**src/hdl/omc_regs.vh**
```
// constants for the configurable output macrocell block
`ifndef OMC_REGS_VH
`define OMC_REGS_VH

`define OMC_CELLS 8
`define OMC_ADDR_W 11
`define OMC_CSR_BIT 10
`define OMC_ROW_HI 9
`define OMC_ROW_LO 4
`define OMC_WSEL_HI 3
`define OMC_WSEL_LO 2

`define OMC_ROW_SIG 6'h20
`define OMC_ROW_RSV_LAST 6'h3B
`define OMC_ROW_ARCH 6'h3C
`define OMC_ROW_SEC 6'h3D
`define OMC_ROW_ERASE 6'h3F

`define OMC_CTRL_WSEL 2'h0
`define OMC_STATUS_WSEL 2'h1
`define OMC_CTRL_PROG_EN 0

`define OMC_ST_SEC 0
`define OMC_ST_BUSY 1
`define OMC_ST_PRELOAD 2
`define OMC_ST_SYNC_MODE 3
`define OMC_ST_REG_LO 8
`define OMC_ST_Q_LO 16

`define OMC_ARCH_W 82
`define OMC_ARCH_POL_LO 0
`define OMC_ARCH_CELL_LO 8
`define OMC_ARCH_GLOBAL 16
`define OMC_ARCH_SYNC_MODE 17
`define OMC_ARCH_RST 82'h0
`define OMC_SIG_RST 64'h0

`define OMC_MEM_AW 6
`define OMC_MEM_LAST 6'h3F
`define OMC_RD_READY 2'h2

`endif

```
**src/hdl/omc_macrocell.v**
```verilog
// one output macrocell: mode decode, polarity, output register, feedback select
`timescale 1ns/100ps
`default_nettype none
module omc_macrocell (
  input wire clock_i,
  input wire nrst_i,
  input wire sync_mode_select_i,
  input wire arch_ctrl_global_i,
  input wire arch_ctrl_per_cell_i,
  input wire pol_i,
  input wire sum_i,
  input wire pterm_oe_i,
  input wire shared_oe_i,
  input wire clk_en_i,
  input wire preload_i,
  input wire shift_en_i,
  input wire chain_i,
  input wire pin_i,
  output wire q_o,
  output wire registered_o,
  output wire drive_o,
  output wire oe_o,
  output wire feedback_o
);
  reg q_q;
  wire reg_mode;
  wire comb_pt;
  wire comb_on;

  // invalid codes fall through to output off, same as the input-only mode
  assign reg_mode = ~sync_mode_select_i & arch_ctrl_global_i &
                    ~arch_ctrl_per_cell_i;
  assign comb_pt = arch_ctrl_global_i & arch_ctrl_per_cell_i;
  assign comb_on = sync_mode_select_i & ~arch_ctrl_global_i &
                   ~arch_ctrl_per_cell_i;
  assign registered_o = reg_mode;
  // output off in the input-only code (sync 1, global 0, cell 1)
  assign oe_o = reg_mode ? shared_oe_i : (comb_pt ? pterm_oe_i : comb_on);
  // the register holds the inverted pin value, so a cleared register drives high
  assign drive_o = reg_mode ? ~q_q : (sum_i ^ ~pol_i);
  assign feedback_o = reg_mode ? q_q : pin_i;
  assign q_o = q_q;

  always @(posedge clock_i or negedge nrst_i) begin
    if (!nrst_i) begin
      q_q <= 1'b0;
    end else if (reg_mode) begin
      if (preload_i) begin
        if (shift_en_i) begin
          q_q <= chain_i;
        end
      end else if (clk_en_i) begin
        q_q <= sum_i ^ pol_i;
      end
    end
  end
endmodule
`default_nettype wire

```
**src/hdl/omc_row_mem.v**
```verilog
// array row storage: 64 words of 32 bits, byte-lane writes, registered read
`timescale 1ns/100ps
`default_nettype none
module omc_row_mem (
  input wire clock_i,
  input wire [5:0] addr_i,
  input wire [3:0] we_i,
  input wire [31:0] wdata_i,
  output reg [31:0] rdata_o
);
  reg [31:0] mem_q [0:63];
  integer b;

  // one process owns the array, so every lane write has a single driver
  always @(posedge clock_i) begin
    for (b = 0; b < 4; b = b + 1) begin
      if (we_i[b]) begin
        mem_q[addr_i][8*b+:8] <= wdata_i[8*b+:8];
      end
    end
  end

  always @(posedge clock_i) begin
    rdata_o <= mem_q[addr_i];
  end
endmodule
`default_nettype wire

```
**src/hdl/omc_top.v**
```verilog
// configurable output stage: row map behind Avalon-MM, eight macrocells, preload chain
//
// The register offsets and register access over Avalon-MM were decided locally.
`timescale 1ns/100ps
`include "omc_regs.vh"
`default_nettype none
module omc_top (
  input wire clock_i,
  input wire nrst_i,
  input wire [10:0] avs_address_i,
  input wire avs_read_i,
  input wire avs_write_i,
  input wire [31:0] avs_writedata_i,
  input wire [3:0] avs_byteenable_i,
  output wire [31:0] avs_readdata_o,
  output wire avs_waitrequest_o,
  input wire array_clock_pin_i,
  input wire shared_oe_n_pin_i,
  output wire clock_pin_data_o,
  output wire oe_pin_data_o,
  input wire [7:0] sum_term_i,
  input wire [7:0] pterm_oe_i,
  output wire [7:0] feedback_o,
  input wire [7:0] io_in_i,
  output wire [7:0] io_out_o,
  output wire [7:0] io_oe_o,
  input wire preload_enable_pin_i,
  input wire serial_preload_in_i,
  input wire preload_shift_clock_i,
  output wire serial_preload_out_o,
  output wire serial_preload_out_oe_o
);

  // ---------------------------------------------------------------
  // pin synchronisers
  // ---------------------------------------------------------------
  reg [12:0] sync1_q;
  reg [12:0] sync2_q;
  reg clk_prev_q;
  reg shift_clock_prev_q;
  wire [7:0] s_io;
  wire s_array_clock;
  wire s_oe_n;
  wire s_preload_pin;
  wire s_serial_in;
  wire s_shift_clock;

  always @(posedge clock_i or negedge nrst_i) begin
    if (!nrst_i) begin
      sync1_q <= 13'h0000;
      sync2_q <= 13'h0000;
      clk_prev_q <= 1'b0;
      shift_clock_prev_q <= 1'b0;
    end else begin
      sync1_q <= {preload_shift_clock_i, serial_preload_in_i, preload_enable_pin_i,
                  shared_oe_n_pin_i, array_clock_pin_i, io_in_i};
      sync2_q <= sync1_q;
      clk_prev_q <= sync2_q[8];
      shift_clock_prev_q <= sync2_q[12];
    end
  end

  assign s_io = sync2_q[7:0];
  assign s_array_clock = sync2_q[8];
  assign s_oe_n = sync2_q[9];
  assign s_preload_pin = sync2_q[10];
  assign s_serial_in = sync2_q[11];
  assign s_shift_clock = sync2_q[12];

  // ---------------------------------------------------------------
  // configuration state
  // ---------------------------------------------------------------
  reg [81:0] arch_q;
  reg [63:0] sig_q;
  reg sec_q;
  reg prog_en_q;
  reg erase_busy_q;
  reg [5:0] erase_cnt_q;
  reg [1:0] rd_stage_q;
  reg [31:0] rdata_q;
  wire [31:0] mem_rdata;
  wire [31:0] arch_hi_new;

  wire sync_mode_select;
  wire arch_ctrl_global;
  wire [7:0] arch_ctrl_per_cell;
  wire [7:0] pol;
  assign sync_mode_select = arch_q[`OMC_ARCH_SYNC_MODE];
  assign arch_ctrl_global = arch_q[`OMC_ARCH_GLOBAL];
  assign arch_ctrl_per_cell = arch_q[`OMC_ARCH_CELL_LO+7:`OMC_ARCH_CELL_LO];
  assign pol = arch_q[`OMC_ARCH_POL_LO+7:`OMC_ARCH_POL_LO];

  // ---------------------------------------------------------------
  // bus decode
  // ---------------------------------------------------------------
  wire csr_sel;
  wire [5:0] row;
  wire [1:0] wsel;
  wire row_array;
  wire wr_go;
  wire prog;
  wire wr_array;
  wire wr_sig;
  wire wr_arch;
  wire wr_sec;
  wire wr_erase;
  wire wr_ctrl;
  wire [3:0] mem_we;
  wire [5:0] mem_addr;

  assign csr_sel = avs_address_i[`OMC_CSR_BIT];
  assign row = avs_address_i[`OMC_ROW_HI:`OMC_ROW_LO];
  assign wsel = avs_address_i[`OMC_WSEL_HI:`OMC_WSEL_LO];
  assign row_array = ~row[5];

  // during a bulk erase every access waits, so nothing races the sweep
  assign avs_waitrequest_o = erase_busy_q | (avs_read_i & (rd_stage_q != `OMC_RD_READY));
  assign wr_go = avs_write_i & ~erase_busy_q;
  assign prog = wr_go & ~csr_sel & prog_en_q;
  assign wr_array = prog & row_array & ~sec_q & ~wsel[1];
  assign wr_sig = prog & (row == `OMC_ROW_SIG) & ~wsel[1];
  assign wr_arch = prog & (row == `OMC_ROW_ARCH) & (wsel != 2'h3);
  assign wr_sec = prog & (row == `OMC_ROW_SEC) & (wsel == 2'h0) &
                  avs_byteenable_i[0] & avs_writedata_i[0];
  assign wr_erase = prog & (row == `OMC_ROW_ERASE);
  assign wr_ctrl = wr_go & csr_sel & (wsel == `OMC_CTRL_WSEL) & avs_byteenable_i[0];
  // rows 33 to 59 and row 62 decode to nothing, so writes there vanish

  // the sweep owns the memory port while it runs
  assign mem_we = erase_busy_q ? 4'hF : (wr_array ? avs_byteenable_i : 4'h0);
  assign mem_addr = erase_busy_q ? erase_cnt_q : {row[4:0], wsel[0]};

  omc_row_mem u_mem (
    .clock_i(clock_i),
    .addr_i(mem_addr),
    .we_i(mem_we),
    .wdata_i(erase_busy_q ? 32'h00000000 : avs_writedata_i),
    .rdata_o(mem_rdata)
  );

  function [31:0] merge;
    input [31:0] old;
    input [31:0] nw;
    input [3:0] be;
    integer k;
    begin
      merge = old;
      for (k = 0; k < 4; k = k + 1) begin
        if (be[k]) begin
          merge[8*k+:8] = nw[8*k+:8];
        end
      end
    end
  endfunction

  assign arch_hi_new = merge({14'h0000, arch_q[81:64]}, avs_writedata_i, avs_byteenable_i);

  // ---------------------------------------------------------------
  // programming, security and bulk erase
  // ---------------------------------------------------------------
  always @(posedge clock_i or negedge nrst_i) begin
    if (!nrst_i) begin
      arch_q <= `OMC_ARCH_RST;
      sig_q <= `OMC_SIG_RST;
      sec_q <= 1'b0;
      prog_en_q <= 1'b0;
      erase_busy_q <= 1'b0;
      erase_cnt_q <= 6'h00;
    end else begin
      if (wr_ctrl) begin
        prog_en_q <= avs_writedata_i[`OMC_CTRL_PROG_EN];
      end
      if (erase_busy_q) begin
        erase_cnt_q <= erase_cnt_q + 6'h01;
        if (erase_cnt_q == `OMC_MEM_LAST) begin
          erase_busy_q <= 1'b0;
        end
      end
      if (wr_erase) begin
        // security clears here, alongside the array sweep, and at reset, which keeps the array
        arch_q <= `OMC_ARCH_RST;
        sig_q <= `OMC_SIG_RST;
        sec_q <= 1'b0;
        erase_busy_q <= 1'b1;
        erase_cnt_q <= 6'h00;
      end else begin
        if (wr_sec) begin
          sec_q <= 1'b1;
        end
        if (wr_sig && !wsel[0]) begin
          sig_q[31:0] <= merge(sig_q[31:0], avs_writedata_i, avs_byteenable_i);
        end
        if (wr_sig && wsel[0]) begin
          sig_q[63:32] <= merge(sig_q[63:32], avs_writedata_i, avs_byteenable_i);
        end
        if (wr_arch && (wsel == 2'h0)) begin
          arch_q[31:0] <= merge(arch_q[31:0], avs_writedata_i, avs_byteenable_i);
        end
        if (wr_arch && (wsel == 2'h1)) begin
          arch_q[63:32] <= merge(arch_q[63:32], avs_writedata_i, avs_byteenable_i);
        end
        if (wr_arch && (wsel == 2'h2)) begin
          arch_q[81:64] <= arch_hi_new[17:0];
        end
      end
    end
  end

  // ---------------------------------------------------------------
  // macrocells and preload chain
  // ---------------------------------------------------------------
  wire preload;
  wire clk_en;
  wire shift_en;
  wire shared_oe;
  wire [7:0] cell_q;
  wire [7:0] cell_reg;
  wire [7:0] cell_drive;
  wire [7:0] cell_oe;
  wire [7:0] cell_fb;
  wire [8:0] chain;

  assign preload = s_preload_pin;
  // the array clock pin only clocks registers while sync_mode_select is clear and preload is off
  assign clk_en = ~sync_mode_select & ~preload & s_array_clock & ~clk_prev_q;
  assign shift_en = preload & s_shift_clock & ~shift_clock_prev_q;
  assign shared_oe = ~s_oe_n;
  assign chain[0] = s_serial_in;

  genvar i;
  generate
    for (i = 0; i < `OMC_CELLS; i = i + 1) begin : g_cell
      // outer cells see the synchronous-mode bit in place of the global bit
      wire global_eff;
      if ((i == 0) || (i == `OMC_CELLS - 1)) begin : g_outer
        assign global_eff = sync_mode_select;
      end else begin : g_inner
        assign global_eff = arch_ctrl_global;
      end
      // a combinational cell passes the chain straight through
      assign chain[i+1] = cell_reg[i] ? cell_q[i] : chain[i];
      omc_macrocell u_cell (
        .clock_i(clock_i),
        .nrst_i(nrst_i),
        .sync_mode_select_i(sync_mode_select),
        .arch_ctrl_global_i(global_eff),
        .arch_ctrl_per_cell_i(arch_ctrl_per_cell[i]),
        .pol_i(pol[i]),
        .sum_i(sum_term_i[i]),
        .pterm_oe_i(pterm_oe_i[i]),
        .shared_oe_i(shared_oe),
        .clk_en_i(clk_en),
        .preload_i(preload),
        .shift_en_i(shift_en),
        .chain_i(chain[i]),
        .pin_i(s_io[i]),
        .q_o(cell_q[i]),
        .registered_o(cell_reg[i]),
        .drive_o(cell_drive[i]),
        .oe_o(cell_oe[i]),
        .feedback_o(cell_fb[i])
      );
    end
  endgenerate

  // ---------------------------------------------------------------
  // pin outputs
  // ---------------------------------------------------------------
  reg [7:0] io_out_q;
  reg [7:0] io_oe_q;
  reg [7:0] fb_q;
  reg clock_data_q;
  reg oe_data_q;
  reg serial_out_oe_q;

  // pins are retimed once; costs a cycle but keeps every pin glitch free
  always @(posedge clock_i or negedge nrst_i) begin
    if (!nrst_i) begin
      io_out_q <= 8'h00;
      io_oe_q <= 8'h00;
      fb_q <= 8'h00;
      clock_data_q <= 1'b0;
      oe_data_q <= 1'b0;
      serial_out_oe_q <= 1'b0;
    end else begin
      io_out_q <= cell_drive;
      io_oe_q <= cell_oe;
      fb_q <= cell_fb;
      clock_data_q <= sync_mode_select & s_array_clock;
      oe_data_q <= sync_mode_select & ~s_oe_n;
      serial_out_oe_q <= preload & ~chain[`OMC_CELLS];
    end
  end

  assign io_out_o = io_out_q;
  assign io_oe_o = io_oe_q;
  assign feedback_o = fb_q;
  assign clock_pin_data_o = clock_data_q;
  assign oe_pin_data_o = oe_data_q;
  // open drain: only ever pulls low
  assign serial_preload_out_o = 1'b0;
  assign serial_preload_out_oe_o = serial_out_oe_q;

  // ---------------------------------------------------------------
  // read path
  // ---------------------------------------------------------------
  reg [31:0] rd_mux;
  wire [31:0] status_word;

  assign status_word = {8'h00, cell_q, cell_reg, 4'h0, sync_mode_select, preload, erase_busy_q,
                        sec_q};

  always @* begin
    rd_mux = 32'h00000000;
    if (csr_sel) begin
      if (wsel == `OMC_CTRL_WSEL) begin
        rd_mux = {31'h00000000, prog_en_q};
      end else if (wsel == `OMC_STATUS_WSEL) begin
        rd_mux = status_word;
      end
    end else if (row_array) begin
      if (!sec_q && !wsel[1]) begin
        rd_mux = mem_rdata;
      end
    end else if (row == `OMC_ROW_SIG) begin
      // signature ignores the security cell
      rd_mux = wsel[1] ? 32'h00000000 : (wsel[0] ? sig_q[63:32] : sig_q[31:0]);
    end else if (row == `OMC_ROW_ARCH) begin
      case (wsel)
        2'h0: rd_mux = arch_q[31:0];
        2'h1: rd_mux = arch_q[63:32];
        2'h2: rd_mux = {14'h0000, arch_q[81:64]};
        default: rd_mux = 32'h00000000;
      endcase
    end else if (row == `OMC_ROW_SEC) begin
      rd_mux = {31'h00000000, sec_q};
    end
    // reserved rows fall out as zero
  end

  // stage 0: address the memory, 1: capture, 2: answer
  always @(posedge clock_i or negedge nrst_i) begin
    if (!nrst_i) begin
      rd_stage_q <= 2'h0;
      rdata_q <= 32'h00000000;
    end else if (avs_read_i && !erase_busy_q) begin
      case (rd_stage_q)
        2'h0: rd_stage_q <= 2'h1;
        2'h1: begin
          rd_stage_q <= `OMC_RD_READY;
          rdata_q <= rd_mux;
        end
        default: rd_stage_q <= 2'h0;
      endcase
    end else begin
      rd_stage_q <= 2'h0;
    end
  end

  assign avs_readdata_o = rdata_q;

endmodule
`default_nettype wire

```
**config.mk**
```make
export PLATFORM = sky130hd
export DESIGN_NAME = omc_top
export DESIGN_NICKNAME = d
export VERILOG_FILES = /design/src/hdl/omc_macrocell.v /design/src/hdl/omc_row_mem.v /design/src/hdl/omc_top.v
export VERILOG_INCLUDE_DIRS = /design/src /design/src/hdl
export SDC_FILE = /design/constraint.sdc
export NUM_CORES = 2
export LEC_CHECK = 0
export BUFFER_PORTS_ARGS = -buffer_cell sky130_fd_sc_hd__clkbuf_2
export CORE_MARGIN = 3
export CORE_UTILIZATION = 40
export CTS_BUF_LIST = sky130_fd_sc_hd__clkbuf_8
export CTS_CLUSTER_SIZE = 25
export DETAILED_ROUTE_END_ITERATION = 7
export GPL_ROUTABILITY_DRIVEN = 0
export SYNTH_ARGS = -nofsm -noshare
export SYNTH_HDL_FRONTEND = slang
export SYNTH_HIERARCHICAL = 1
export SYNTH_SLANG_ARGS = --single-unit
```
**constraint.sdc**
```tcl
create_clock -name clock_i -period 3.3 [get_ports clock_i]
set_input_delay 0.99 -clock clock_i [delete_from_list [all_inputs] [get_ports clock_i]]
set_output_delay 0.99 -clock clock_i [all_outputs]
set_load 0.005 [all_outputs]
```
==> results.py <==
metrics = {
    "clock_network": {
        "path_clk_slew_ns": 0.06,
        "insertion_delay_ns": 1.05,
        "clock-sinks": 2332,
        "numCtsBuffers": 394,
        "htree_levels": 5,
        "cts_tree": "done",
        "cts-root-buf": "clkbuf_8",
        "cts_buffer_depth": 4,
    },
    "drt": {
        "route.detailed.drc": 0,
        "via_per_inst": 5.90,
        "vias": 57700,
        "final_antenna_net_count": 0,
        "drt_iter0_markers": 7063,
        "dr.pass1.iters": 6,
        "wirelength_mm": 283,
        "wire_per_inst_um": 29.0,
    },
    "yosys": {
        "synthArstFlopShare_pct": 10.8,
        "syn_inst": 5547,
        "yosysSeqAreaShare_pct": 74.9,
        "synth.distinct_cells": 82,
        "syn_area_mm2": 0.0914,
        "yosysWarningCount": 6,
        "avgSynthCellArea_um2": 16.5,
        "synth_ff_type": "edfxtp_1",
        "synth-seq-cells": 2332,
        "syn_nets": 5628,
        "synth_edf_count": 2048,
    },
    "power": {
        "swShare_pct": 25.3,
        "p_comb_share_pct": 10.9,
        "p_leak_nw": 39.5,
        "seq_power_share_pct": 51.7,
        "internal_power_mw": 47.7,
        "p_switching_mw": 16.2,
        "power_frac_clock_pct": 37.3,
        "vdd_drop_max_uv": 404,
        "powerDensity_mw_per_mm2": 566,
        "p_total_mw": 63.9,
    },
    "grt": {
        "grt_overflow": 0,
        "grt_pass1_wl_mm": 406,
        "grt_max_degree": 70,
        "grt_pass1_vias": 56900,
        "antenna_found_initial": 17,
        "grtUsageTotal_pct": 23.5,
    },
    "timing": {
        "slew_viol_final": 0,
        "fin_worst_skew_ns": 0.0785,
        "slew_headroom_pct": 36.0,
        "worst_slew_pin_slew_ns": 0.959,
        "period_share_pct": 100,
        "hold_slack_ns": 0.183,
        "finalWorstSetupSlack_ns": -0.0107,
        "tns_ns": -0.0107,
        "period_minus_slack_ns": 3.31,
        "finalHoldViolCount": 0,
        "final-setup-viol-count": 1,
        "max_freq_ghz": 0.302,
    },
    "min_path": {
        "min_path_type": "in2reg",
        "worstHoldStart": "pterm_oe_i[4]",
        "holdPathEnd": "io_oe_o[4]$_DFF_PN0_",
        "hold_depth": 3,
    },
    "finish": {
        "fin_nets": 6573,
        "drive_gt1_share_pct": 29.7,
        "final_cells": 9781,
        "fillerInstances": 18700,
        "finalInstanceArea_mm2": 0.113,
        "syn_to_final_growth_pct": 23.4,
        "final_util_pct": 49.9,
    },
    "setup_path": {
        "path_max_fanout": 11,
        "r2r-start": "erase_busy_q$_DFF_PN0_",
        "crit_path_start_kind": "flip-flop",
        "worstPathRequired_ns": 4.24,
        "worstSetupPathType": "reg2reg",
        "r2r_cells": 9,
        "worst_r2r_endpoint": "u_mem/rdata_o[15]$_DFF_P_",
        "end_kind": "flip-flop",
        "ff2ff_setup_slack_ns": -0.01,
        "critPathArrivalTime_ns": 4.25,
    },
    "floorplan": {
        "die_w_um": 484,
        "die_area_mm2": 0.234,
        "rows": 174,
        "initial_utilization_pct": 40.5,
        "ios": 141,
        "die_y_um": 484,
        "core_area_mm2": 0.226,
    },
    "placement": {
        "place_ws_ns": -0.593,
        "dp.cells": 9057,
        "place_area_mm2": 0.105,
        "portBuffers": 137,
        "dp_hpwl_mm": 188,
    },
    "run_status": {
        "status": "finished, violations left",
        "violations": "setup timing",
    },
    "run": {
        "max-cap-violations": 0,
    },
}
## area by class of cell
| cell class | instances | area, um^2 | area share (%) |
|---|---|---|---|
| Clock inverter | 252 | 1220 | 1.08 |
| Antenna cell | 10 | 25.0 | 0.0222 |
| Multi-Input combinational cell | 2813 | 23500 | 20.9 |
| Clock buffer | 431 | 5930 | 5.26 |
| Sequential cell | 2332 | 68500 | 60.7 |
| Tap cell | 2992 | 3740 | 3.32 |
| Timing Repair Buffer | 940 | 9820 | 8.71 |
| Inverter | 11 | 48.8 | 0.0433 |
## worst max-delay path, cell delays in order, from the launching register on
cell       delay (ns)
dfrtp_4          0.57
mux2_4           0.42
and2_4           0.32
buf_4            0.24
a221oi_1         0.33
nor2_1           0.09
o21ai_1          0.32
buf_4            0.18
o2111ai_1        0.22
or4_1            0.52
## synthesized netlist by cell type, types with 72 or more instances
master / n / area [um^2]
a21oi_1: 104 / 521
a221oi_1: 294 / 2570
a22oi_1: 285 / 2140
buf_2: 107 / 536
clkbuf_1: 196 / 736
dfrtp_1: 252 / 6310
edfxtp_1: 2048 / 61500
mux2_2: 153 / 1720
mux2i_1: 356 / 3560
mux4_2: 72 / 1620
nand2_1: 109 / 409
nor2_1: 518 / 1940
o21ai_0: 167 / 836
o22ai_1: 163 / 1020
## cell usage in the layout (no fill, tap or decap), types with 162 or more instances in the layout
cell	synthesis	layout
buf_4	30	544
a221oi_1	294	284
buf_12	0	237
clkbuf_8	0	431
a22oi_1	285	285
nor2_4	0	245
o22ai_1	163	162
dfrtp_1	252	249
mux2i_1	356	356
nor2_1	518	255
edfxtp_1	2048	2048
## registers in the layout, summed over array words and instances (netlist names), 2 cells and up
signal,cells
arch_q,82
avs_readdata_o,32
erase_cnt_q,6
feedback_o,8
g_cell.u_cell/q_o,8
io_oe_o,8
io_out_o,8
rd_stage_q,2
sig_q,64
sync1_q,13
sync2_q,13
u_mem/mem_q,2048
u_mem/rdata_o,32
## worst max path at each step
stage / from / end / slack [ns] / cells after the start
after floorplan: avs_address_i[2] / u_mem/rdata_o[17]$_DFF_P_ / -0.16 / 13
after global placement: avs_address_i[2] / u_mem/rdata_o[31]$_DFF_P_ / -0.58 / 11
after detailed placement: avs_address_i[2] / u_mem/rdata_o[5]$_DFF_P_ / -0.59 / 10
after CTS: erase_busy_q$_DFF_PN0_ / u_mem/rdata_o[19]$_DFF_P_ / 0.001 / 9
after global routing: erase_busy_q$_DFF_PN0_ / u_mem/rdata_o[1]$_DFF_P_ / -0.01 / 13
final: erase_busy_q$_DFF_PN0_ / u_mem/rdata_o[15]$_DFF_P_ / -0.01 / 9
## logic make-up after synthesis
| group | Yosys count | synth area share, % |
|---|---|---|
| xor gates and xnor gates | 12 | 0.115 |
| DFF | 2332 | 74.9 |
| adders and majority gates | 1 | 0.0137 |
| AOI/OAI and AO/OA | 1288 | 10.5 |
| muxes | 591 | 7.68 |
| buffers and inverters | 404 | 2.13 |
| other | 1 | 0.00410 |
| and+or+nand+nor | 918 | 4.73 |
## power by group through the flow
| stage | logic [mW] | clock network, mW | registers, mW |
|---|---|---|---|
| after floorplan | 3.31 | 0 | 33.4 |
| after global placement | 6.68 | 0 | 33.6 |
| after detailed placement | 6.77 | 0 | 33.6 |
| after CTS | 6.83 | 24.3 | 33.0 |
| after global routing | 7.28 | 25.6 | 33.0 |
| final | 6.99 | 23.9 | 33.0 |
## layer usage
| layer | track usage [%] | vias to the layer above | wire length, um | share of wire, % |
|---|---|---|---|---|
| li1 | - | 24400 | - | - |
| met1 | 32.7 | 29800 | 116000 | 41 |
| met2 | 36.9 | 2886 | 131000 | 46 |
| met3 | 4.87 | 536 | 26800 | 9.5 |
| met4 | 8.09 | 8 | 9500 | 3.4 |
| met5 | 0 | - | 55 | 0.019 |
## timing repair
| action | in CTS | in global routing |
|---|---|---|
| pin swaps | 2 | 6 |
| gates cloned | 1 | 3 |
| endpoints found under the setup margin | 2 | 10 |
| setup buffers | 4 | 10 |
| hold buffers | 14 | 0 |
| hold endpoints to repair | 56 | 0 |
| resized for setup | 3 | 41 |
(Power assumes the default switching activity.)
